[config.mk]
export PLATFORM = sky130hd
export DESIGN_NAME = crs_ctrl
export DESIGN_NICKNAME = d
export VERILOG_FILES = /design/src/logic/crs_pkg.sv /design/src/logic/crs_ctrl.sv
export SDC_FILE = /design/constraint.sdc
export NUM_CORES = 1
export LEC_CHECK = 0
export BUFFER_PORTS_ARGS = -buffer_cell sky130_fd_sc_hd__clkbuf_2
export CAP_MARGIN = 20
export CORE_MARGIN = 1
export CORE_UTILIZATION = 46
export DETAILED_ROUTE_END_ITERATION = 12
export MAX_ROUTING_LAYER = met4
export PLACE_DENSITY = 0.79
export SLEW_MARGIN = 20
export SYNTH_ARGS = -nofsm -noshare
export SYNTH_HDL_FRONTEND = slang
export SYNTH_SLANG_ARGS = --single-unit
[constraint.sdc]
create_clock -name aclk -period 1.7 [get_ports aclk]
set_input_delay 0.085 -clock aclk [delete_from_list [all_inputs] [get_ports aclk]]
set_output_delay 0.085 -clock aclk [all_outputs]
set_load 0.02 [all_outputs]
[src/logic/crs_pkg.sv]
// Purpose: Constants for the reset and low-power control register bank
// Assumes: 32-bit AXI4-Lite register access, byte offsets
// Notes:   One aligned word per register
package crs_pkg;
  // ==========================================================
  // Register offsets
  localparam logic [7:0]  OFS_AIRC       = 8'h0C;   // app_interrupt_reset_control
  localparam logic [7:0]  OFS_LPEC       = 8'h10;   // low_power_entry_control
  localparam logic [7:0]  OFS_PWR_STATUS = 8'h14;   // Sleep/event status, read only
  // ==========================================================
  // Field positions
  localparam int          KEY_LSB        = 16;
  localparam logic [15:0] KEY_VALUE      = 16'h05FA;
  localparam logic [15:0] KEY_READBACK   = 16'hFA05;
  localparam int          BIT_SYSRST     = 2;
  localparam int          BIT_CLRACT     = 1;
  localparam int          BIT_WAKEANY    = 4;
  localparam int          BIT_DEEP       = 2;
  localparam int          BIT_SOEXIT     = 1;
  // ==========================================================
  // Reset values
  localparam logic        RST_BIT        = 1'b0;
  localparam logic        RST_READY      = 1'b1;    // Ready lines idle high
  localparam logic [7:0]  RST_ADDR       = 8'h00;
  localparam logic [31:0] RST_WORD       = 32'h0000_0000;
  localparam logic [3:0]  RST_STRB       = 4'h0;
  localparam logic [1:0]  RESP_OKAY      = 2'b00;
  localparam logic [1:0]  RESP_SLVERR    = 2'b10;
  // ==========================================================
  // Core power states
  typedef enum logic [2:0] {
    ST_RUN   = 3'b001,
    ST_SLEEP = 3'b010,
    ST_DEEP  = 3'b100
  } crs_pstate_t;
endpackage : crs_pkg

[src/logic/crs_ctrl.sv]
// Purpose: Keyed reset request register and low-power entry control
// Assumes: AXI4-Lite slave, synchronous active-low reset, core status inputs synchronous
// Notes:   Sleep state machine tracks wait-for-event and sleep-on-exit entry
// What this block does
// - Writes with a wrong key are discarded entirely.
// - Keyed write with bit 2 set pulses a system reset request.
// - Wake-on-any-pending lets disabled interrupts also wake the core.
// - A newly pending event or interrupt raises the event signal when it wakes a sleeping core.
// - Events arriving while awake are latched for the next wait.
// - Send-event instruction or external event input also wakes the core.
// - Deep sleep select chooses ordinary sleep or deep sleep.
// - Sleep-on-exit enters sleep when a handler returns to thread mode.
module crs_ctrl
  import crs_pkg::*;
(
  input  wire logic        aclk,             // System clock
  input  wire logic        aresetn,          // Sync reset, active low
  input  wire logic [7:0]  s_axi_awaddr,     // Write address
  input  wire logic        s_axi_awvalid,    // Write address valid
  output logic             s_axi_awready,    // Write address ready
  input  wire logic [31:0] s_axi_wdata,      // Write data
  input  wire logic [3:0]  s_axi_wstrb,      // Byte strobes
  input  wire logic        s_axi_wvalid,     // Write data valid
  output logic             s_axi_wready,     // Write data ready
  output logic [1:0]       s_axi_bresp,      // Write response
  output logic             s_axi_bvalid,     // Write response valid
  input  wire logic        s_axi_bready,     // Write response ready
  input  wire logic [7:0]  s_axi_araddr,     // Read address
  input  wire logic        s_axi_arvalid,    // Read address valid
  output logic             s_axi_arready,    // Read address ready
  output logic [31:0]      s_axi_rdata,      // Read data
  output logic [1:0]       s_axi_rresp,      // Read response
  output logic             s_axi_rvalid,     // Read data valid
  input  wire logic        s_axi_rready,     // Read data ready
  input  wire logic        irq_pend_enabled, // Enabled interrupt pending
  input  wire logic        irq_pend_disabled,// Disabled interrupt pending
  input  wire logic        wait_for_event_instr, // Core executes wait-for-event
  input  wire logic        wait_for_irq_instr,   // Core executes wait-for-interrupt
  input  wire logic        send_event_instr, // Core executes send-event
  input  wire logic        ext_event_in,     // External event input
  input  wire logic        handler_exit_to_thread, // Return from handler to thread mode
  output logic             sys_reset_req,    // One-cycle system reset request
  output logic             core_event,       // Event pulse to core
  output logic             core_sleeping,    // Ordinary sleep active
  output logic             core_deep_sleep   // Deep sleep active
);

  // ==========================================================
  // Write decode helper
  // Key half-word must be fully strobed; a partial write cannot carry the key
  function automatic logic key_ok(input logic [31:0] d, input logic [3:0] s);
    key_ok = (d[31:KEY_LSB] == KEY_VALUE) && (s[3:2] == 2'b11);
  endfunction : key_ok

  // ==========================================================
  // State declarations
  logic        aw_held_r, aw_held_nxt;
  logic [7:0]  aw_addr_r, aw_addr_nxt;
  logic        w_held_r,  w_held_nxt;
  logic [31:0] w_data_r,  w_data_nxt;
  logic [3:0]  w_strb_r,  w_strb_nxt;
  logic        bvalid_r,  bvalid_nxt;
  logic [1:0]  bresp_r,   bresp_nxt;
  logic        rvalid_r,  rvalid_nxt;
  logic [31:0] rdata_r,   rdata_nxt;
  logic [1:0]  rresp_r,   rresp_nxt;
  logic        wake_any_r, wake_any_nxt;
  logic        deep_r,    deep_nxt;
  logic        soexit_r,  soexit_nxt;
  logic        rst_req_r, rst_req_nxt;
  logic        ev_latch_r, ev_latch_nxt;
  logic        event_r,   event_nxt;
  logic        pend_prev_r, pend_prev_nxt;
  crs_pstate_t pstate_r,  pstate_nxt;
  // Registered copies that feed the ports directly
  logic        awready_r, awready_nxt;
  logic        wready_r,  wready_nxt;
  logic        arready_r, arready_nxt;
  logic        sleep_r,   sleep_nxt;
  logic        dsleep_r,  dsleep_nxt;
  logic        wr_fire;
  logic        pend_now;
  logic        ev_src;
  logic        wake;

  // ==========================================================
  // Wake sources
  assign pend_now = irq_pend_enabled | (wake_any_r & irq_pend_disabled);
  assign ev_src   = (pend_now & ~pend_prev_r) | send_event_instr | ext_event_in;
  assign wake     = ev_src | irq_pend_enabled | (wake_any_r & irq_pend_disabled);
  // Both halves held and no response pending; aw and w may come in any order
  assign wr_fire  = aw_held_r & w_held_r & ~bvalid_r;

  // ==========================================================
  // Bus write channel and control registers, next state
  always_comb begin
    aw_held_nxt  = aw_held_r;
    aw_addr_nxt  = aw_addr_r;
    w_held_nxt   = w_held_r;
    w_data_nxt   = w_data_r;
    w_strb_nxt   = w_strb_r;
    bvalid_nxt   = bvalid_r;
    bresp_nxt    = bresp_r;
    wake_any_nxt = wake_any_r;
    deep_nxt     = deep_r;
    soexit_nxt   = soexit_r;
    rst_req_nxt  = 1'b0;
    if (s_axi_awvalid && !aw_held_r) begin
      aw_held_nxt = 1'b1;
      aw_addr_nxt = s_axi_awaddr;
    end
    if (s_axi_wvalid && !w_held_r) begin
      w_held_nxt = 1'b1;
      w_data_nxt = s_axi_wdata;
      w_strb_nxt = s_axi_wstrb;
    end
    if (wr_fire) begin
      aw_held_nxt = 1'b0;
      w_held_nxt  = 1'b0;
      bvalid_nxt  = 1'b1;
      bresp_nxt   = RESP_OKAY;
      case (aw_addr_r)
        OFS_AIRC: begin
          // Key judged on this write alone; nothing unlocks later writes
          if (key_ok(w_data_r, w_strb_r) && w_strb_r[0]) begin
            rst_req_nxt = w_data_r[BIT_SYSRST];
          end
        end
        OFS_LPEC: begin
          if (w_strb_r[0]) begin
            wake_any_nxt = w_data_r[BIT_WAKEANY];
            deep_nxt     = w_data_r[BIT_DEEP];
            soexit_nxt   = w_data_r[BIT_SOEXIT];
          end
        end
        OFS_PWR_STATUS: bresp_nxt = RESP_OKAY;  // Read-only, write ignored
        default:        bresp_nxt = RESP_SLVERR;
      endcase
    end
    // Response stands until the master takes it
    if (bvalid_r && s_axi_bready) begin
      bvalid_nxt = 1'b0;
    end
    // Ready tracks the free holding slot, registered so the port is a flop
    awready_nxt = ~aw_held_nxt;
    wready_nxt  = ~w_held_nxt;
  end

  // ==========================================================
  // Bus read channel, next state
  always_comb begin
    rvalid_nxt = rvalid_r;
    rdata_nxt  = rdata_r;
    rresp_nxt  = rresp_r;
    if (s_axi_arvalid && !rvalid_r) begin
      rvalid_nxt = 1'b1;
      rresp_nxt  = RESP_OKAY;
      rdata_nxt  = 32'h0000_0000;
      case (s_axi_araddr)
        OFS_AIRC: rdata_nxt[31:KEY_LSB] = KEY_READBACK;  // Control bits read as zero
        OFS_LPEC: begin
          rdata_nxt[BIT_WAKEANY] = wake_any_r;
          rdata_nxt[BIT_DEEP]    = deep_r;
          rdata_nxt[BIT_SOEXIT]  = soexit_r;
        end
        OFS_PWR_STATUS: rdata_nxt[3:0] = {ev_latch_r, pstate_r};
        default:  rresp_nxt = RESP_SLVERR;
      endcase
    end else if (rvalid_r && s_axi_rready) begin
      rvalid_nxt = 1'b0;
    end
    // A new read address is taken only once the last answer is gone;
    // this keeps a single read in flight without any queue
    arready_nxt = ~rvalid_nxt;
  end

  // ==========================================================
  // Event latch and power state machine, next state
  always_comb begin
    pend_prev_nxt = pend_now;
    event_nxt     = 1'b0;
    ev_latch_nxt  = ev_latch_r;
    pstate_nxt    = pstate_r;
    case (pstate_r)
      ST_RUN: begin
        if (ev_src) begin
          ev_latch_nxt = 1'b1;
        end
        if (wait_for_event_instr) begin
          // A latched event lets the wait fall straight through
          if (ev_latch_r || ev_src) begin
            ev_latch_nxt = 1'b0;
          end else begin
            pstate_nxt = deep_r ? ST_DEEP : ST_SLEEP;
          end
        end else if (wait_for_irq_instr || (handler_exit_to_thread && soexit_r)) begin
          pstate_nxt = deep_r ? ST_DEEP : ST_SLEEP;
        end
      end
      ST_SLEEP, ST_DEEP: begin
        if (wake) begin
          event_nxt    = ev_src;
          ev_latch_nxt = 1'b0;
          pstate_nxt   = ST_RUN;
        end
      end
      default: pstate_nxt = ST_RUN;
    endcase
    // Decoded here so the state outputs leave straight from flops
    sleep_nxt  = (pstate_nxt == ST_SLEEP);
    dsleep_nxt = (pstate_nxt == ST_DEEP);
  end

  // ==========================================================
  // Bus write channel and control registers
  // Control bits clear on reset; software rewrites them after any system reset
  always_ff @(posedge aclk) begin
    if (!aresetn) begin
      aw_held_r  <= RST_BIT;
      aw_addr_r  <= RST_ADDR;
      w_held_r   <= RST_BIT;
      w_data_r   <= RST_WORD;
      w_strb_r   <= RST_STRB;
      bvalid_r   <= RST_BIT;
      bresp_r    <= RESP_OKAY;
      wake_any_r <= RST_BIT;
      deep_r     <= RST_BIT;
      soexit_r   <= RST_BIT;
      rst_req_r  <= RST_BIT;
      awready_r  <= RST_READY;
      wready_r   <= RST_READY;
    end else begin
      aw_held_r  <= aw_held_nxt;
      aw_addr_r  <= aw_addr_nxt;
      w_held_r   <= w_held_nxt;
      w_data_r   <= w_data_nxt;
      w_strb_r   <= w_strb_nxt;
      bvalid_r   <= bvalid_nxt;
      bresp_r    <= bresp_nxt;
      wake_any_r <= wake_any_nxt;
      deep_r     <= deep_nxt;
      soexit_r   <= soexit_nxt;
      rst_req_r  <= rst_req_nxt;
      awready_r  <= awready_nxt;
      wready_r   <= wready_nxt;
    end
  end

  // ==========================================================
  // Bus read channel registers
  always_ff @(posedge aclk) begin
    if (!aresetn) begin
      rvalid_r  <= RST_BIT;
      rdata_r   <= RST_WORD;
      rresp_r   <= RESP_OKAY;
      arready_r <= RST_READY;
    end else begin
      rvalid_r  <= rvalid_nxt;
      rdata_r   <= rdata_nxt;
      rresp_r   <= rresp_nxt;
      arready_r <= arready_nxt;
    end
  end

  // ==========================================================
  // Event latch and power state registers
  // Power state restarts in run so the core never wakes into a stale sleep
  always_ff @(posedge aclk) begin
    if (!aresetn) begin
      ev_latch_r  <= RST_BIT;
      event_r     <= RST_BIT;
      pend_prev_r <= RST_BIT;
      pstate_r    <= ST_RUN;
      sleep_r     <= RST_BIT;
      dsleep_r    <= RST_BIT;
    end else begin
      ev_latch_r  <= ev_latch_nxt;
      event_r     <= event_nxt;
      pend_prev_r <= pend_prev_nxt;
      pstate_r    <= pstate_nxt;
      sleep_r     <= sleep_nxt;
      dsleep_r    <= dsleep_nxt;
    end
  end

  // ==========================================================
  // Outputs, all straight from flip-flops
  assign s_axi_awready   = awready_r;
  assign s_axi_wready    = wready_r;
  assign s_axi_bvalid    = bvalid_r;
  assign s_axi_bresp     = bresp_r;
  assign s_axi_arready   = arready_r;
  assign s_axi_rvalid    = rvalid_r;
  assign s_axi_rdata     = rdata_r;
  assign s_axi_rresp     = rresp_r;
  assign sys_reset_req   = rst_req_r;
  assign core_event      = event_r;
  assign core_sleeping   = sleep_r;
  assign core_deep_sleep = dsleep_r;

endmodule : crs_ctrl

# == After elaboration in Yosys (flattened, before gate mapping) ==
# Cells that the tools add are included.
# op_classes
mux,24
n_reduce_logical,22
n_eq_ne,14
n_bitwise,15
# ops
cell,count
$eq A8 B5 Y1 const B,4
$eq A16 B11 Y1 const B,1
$eq A8 B4 Y1 const B,2
$mux W16,1
$mux W3,5
$mux W1,13
$logic_and A1 B1 Y1,8
$eq A3 B2 Y1 const B,2
$eq A3 B3 Y1 const B,2
$not A1 Y1,6
$pmux W3 S2,1
$reduce_and A3 Y1,2
$reduce_or A3 Y1,2
$or A1 B1 Y1,5
$and A1 B1 Y1,4
$mux W2,2
$pmux W2 S2,1
$reduce_and A4 Y1,1
$reduce_or A2 Y1,2
$eq A3 B1 Y1 const B,1
$logic_not A1 Y1,3
$eq A2 B2 Y1 const B,1
$logic_or A1 B1 Y1,2
$ne A2 B2 Y1 const B,1
3 further kinds,3
# word_totals
output_inout_bits,45
regBits,88

# == Logic depth before layout (Yosys ltp) ==
# depth
depth_word,10
ltp_mapped,5
ltp_nobuf,4

# == Worst setup path after synthesis ==
# OpenSTA, ideal clock, no wires.
# synth_timing
path_type,register -> register
from,register aw_addr_r[5]
to,register deep_r
required_ns,1.568
stages_incl_launch_ff,4
n_path_buf,0
path_slack_ns,0.272
t_arrival_ns,1.296
setup_ns,0.132
cell_sequence,dfxtp_1 or4_4 nor4_4 o21ai_0
# synth_between
elab_chain_len,2
# synth_lines
element,line_no,rtl
"start, declared",crs_ctrl.sv:58,"logic [7:0] aw_addr_r, aw_addr_nxt;"
"start signal, assigned",crs_ctrl.sv:234,aw_addr_r <= aw_addr_nxt;
$eq A8 B5 Y1,crs_ctrl.sv:122,case (aw_addr_r)
$reduce_and A3 Y1 (no line),--,
"end signal, assigned",crs_ctrl.sv:241,deep_r <= deep_nxt;
"end, declared",crs_ctrl.sv:68,"logic deep_r, deep_nxt;"
# Every way passes these cells.
# A chain may end at the register's enable or synchronous reset.

# == Final worst setup path ==
# layout_timing
from,register aw_addr_r[5]
to,register wake_any_r
# layout_between
elab_chain_len,2
# layout_lines
element,line_no,rtl
$eq A8 B5 Y1,crs_ctrl.sv:122,
$reduce_and A3 Y1 (no line),--,
"end signal, assigned",crs_ctrl.sv:240,wake_any_r <= wake_any_nxt;
"end, declared",crs_ctrl.sv:67,"logic wake_any_r, wake_any_nxt;"
# Every way passes these cells.

==> results.py <==
metrics = {
    "placement": {
        "dpl-instance-area_um2": 2740,
        "place_congestion": 0.787,
        "portBuffers": 75,
        "dp_slack_ns": 0.158,
        "dpl.hpwl_um": 3500,
    },
    "global_routing": {
        "grt_usage": 0.208,
        "grt_pass1_wl_um": 8310,
        "grt_max_degree": 33,
        "grt_pass1_vias": 1982,
        "grt.overflow.total": 0,
        "grt_antenna_before_repair": 0,
    },
    "synthesis": {
        "async_flop_share": 0,
        "synth_top_family_by_area": "simple AND/OR/NAND/NOR gates",
        "yosys_warnings": 0,
        "seq_area_frac_synth": 0.471,
        "synth_top_cell_by_area": "dfxtp_1",
        "synth_compound_area_frac": 0.126,
        "ys_seq_elements": 57,
        "muxShareOfSynthArea": 0.0382,
        "synthXorXnorAreaFrac": 0.00362,
        "yosysTopAreaCellShare": 0.471,
        "synth_fa_ha_area_frac": 0,
        "ys.flop_type": "dfxtp_1",
        "synth_enable_flop_cells": 0,
        "synthCells": 280,
        "avgSynthCellArea_um2": 8.65,
        "synth_area_um2": 2420,
        "synth.distinct_cells": 39,
        "synth_area_leaders": "dfxtp_1 47%, buf_4 8.7%, nand2_1 7.9%",
        "synthSimpleGateAreaFrac": 0.240,
    },
    "detailed_routing": {
        "drc_errors": 0,
        "drt-initial-drc-count": 65,
        "ant_nets": 0,
        "drt-wirelength-per-cell_um": 11.6,
        "viasPerCell": 4.79,
        "wl_um": 5280,
        "via_count": 2184,
        "first_pass_iters": 5,
    },
    "pwr": {
        "pwr-share-comb": 0.128,
        "p_leak_nw": 1.46,
        "powerDensity_nw_per_um2": 998,
        "peakVddDrop_uv": 791,
        "p_sw_frac": 0.246,
        "seqPwrFrac": 0.448,
        "p_int_mw": 2.45,
        "switching_power_uw": 798,
        "p_clk_frac": 0.425,
    },
    "clock_network": {
        "clk_latency_ns": 0.33,
        "clkTransAtPathRegs_ns": 0.06,
        "cts_hold_buf": 29,
        "cts_tree": "built",
        "cts_sinks": 57,
        "cts_resized": 0,
        "cts_made_buffers": 9,
        "clockBufferDepth": 2,
        "htree_levels": 3,
        "cts_root_buf": "clkbuf_8",
        "cts_setup_buffers": 0,
    },
    "run": {
        "drv_cap": 0,
    },
    "sta": {
        "rsz0062_at_grt": "no",
        "fin_tns_setup_ns": 0,
        "slew_viol_final": 0,
        "finalHoldViolCount": 0,
        "finalCritPeriodShare": 0.911,
        "finalSetupViolations": 0,
        "fin_crit_ns": 1.55,
        "clock.fmax_mhz": 645,
        "finClkSkew_ns": 0.00978,
        "worst_slack_ns": 0.151,
        "holdWs_ns": 0.00939,
    },
    "die": {
        "die_w_um": 74.5,
        "die_h_um": 74.5,
        "core_area_um2": 5070,
        "boundaryPins": 111,
        "dieArea_um2": 5560,
        "rows": 26,
        "initial_utilization": 0.477,
    },
    "critical_path": {
        "end_kind": "flip-flop",
        "path_max_fanout": 6,
        "crit_arrival_ns": 1.75,
        "start_kind": "flip-flop",
        "path_class": "flip-flop to flip-flop",
        "critPathRequiredTime_ns": 1.90,
    },
    "cells_and_area": {
        "final_area_um2": 3250,
        "syn2layout_area_growth_pct": 34.3,
        "nNetsFinal": 448,
        "drive_above_1_share": 0.272,
        "most-common-layout-cells": "75 x clkbuf_2, 57 x dfxtp_1, 51 x nand2_1",
        "diodes": 0,
        "final_common_cell": "clkbuf_2",
    },
    "run_status": {
        "outcome": "finished clean",
    },
    "min_path": {
        "hp-class": "input port to flip-flop",
    },
}
==> stage by stage <==
stage,power [mW],util,instances
floorplan,1.75,-,300
global placement,1.83,0.540,412
detailed placement,1.84,0.540,412
CTS,3.27,0.641,456
global route,3.39,0.641,456
finish,3.24,0.641,456
==> critical path, stage by stage (launching register included) <==
cell,delay [ns]
dfxtp_1,0.31
or4_4,0.57
nor4_4,0.39
o21ai_0,0.15
==> logic make-up after synthesis <==
| family | count (synthesis) |
|---|---|
| multiplexers | 9 |
| AO/OA/AOI/OAI | 51 |
| buffers and inverters | 46 |
| AND/OR/NAND/NOR | 115 |
| XOR/XNOR | 1 |
| flip-flops | 57 |
| other | 1 |
==> per-layer routing <==
layer | global-route usage | part of all wire | vias to the layer above
li1 | - | - | 1109
met1 | 0.217 | 0.41 | 981
met2 | 0.366 | 0.52 | 84
met3 | 0.0447 | 0.057 | 10
met4 | 0.111 | 0.017 | 0
met5 | - | 0 | -
==> registers in the layout, summed over array words and instances, names as in the netlist, 3 cells and up <==
name	flops
aw_addr_r	8
w_strb_r	3
s_axi_rdata	6
w_data_r	19
pstate_r	3
==> worst paths after layout <==
check / start / to / slack (ns) / cells after the start
worst max-delay path: aw_addr_r[5] / wake_any_r / 0.15 / 3
worst min-delay path: s_axi_awaddr[1] / aw_addr_r[1] / 0.009 / 3
worst max register to register: aw_addr_r[5] / wake_any_r / 0.15 / 3
worst min register to register: w_data_r[17] / w_data_r[17] / 0.46 / 2
==> power by group through the flow <==
stage	clock, mW	combinational, mW	sequential [mW]
after floorplan	0	0.259	1.49
after global placement	0	0.350	1.48
after detailed placement	0	0.358	1.48
after CTS	1.41	0.411	1.45
after global routing	1.47	0.463	1.46
final	1.38	0.414	1.45
==> synthesized netlist by cell type, drive strengths merged (2+ instances only) <==
library cell / instances
nor2b: 4
inv: 7
nand3b: 2
a32oi: 3
mux2: 2
o211a: 2
clkbuf: 8
nor2: 26
a2111oi: 2
buf: 31
nand4b: 2
nand2: 51
or4: 2
a22oi: 2
nand4: 2
a41o: 2
nor4: 7
dfxtp: 57
mux2i: 7
nand3: 4
o21ai: 6
nand2b: 8
o22ai: 2
a21oi: 30
==> area by class of cell <==
class / instances / area (um2)
inverters: 7 / 26.3
flip-flops and latches: 57 / 1140
multi-input cells: 197 / 1070
clock inverters: 5 / 80.1
repair buffers: 110 / 711
well taps: 70 / 87.6
fillers: 432 / 1820
clock buffers: 10 / 138
(Power assumes the default switching activity.)
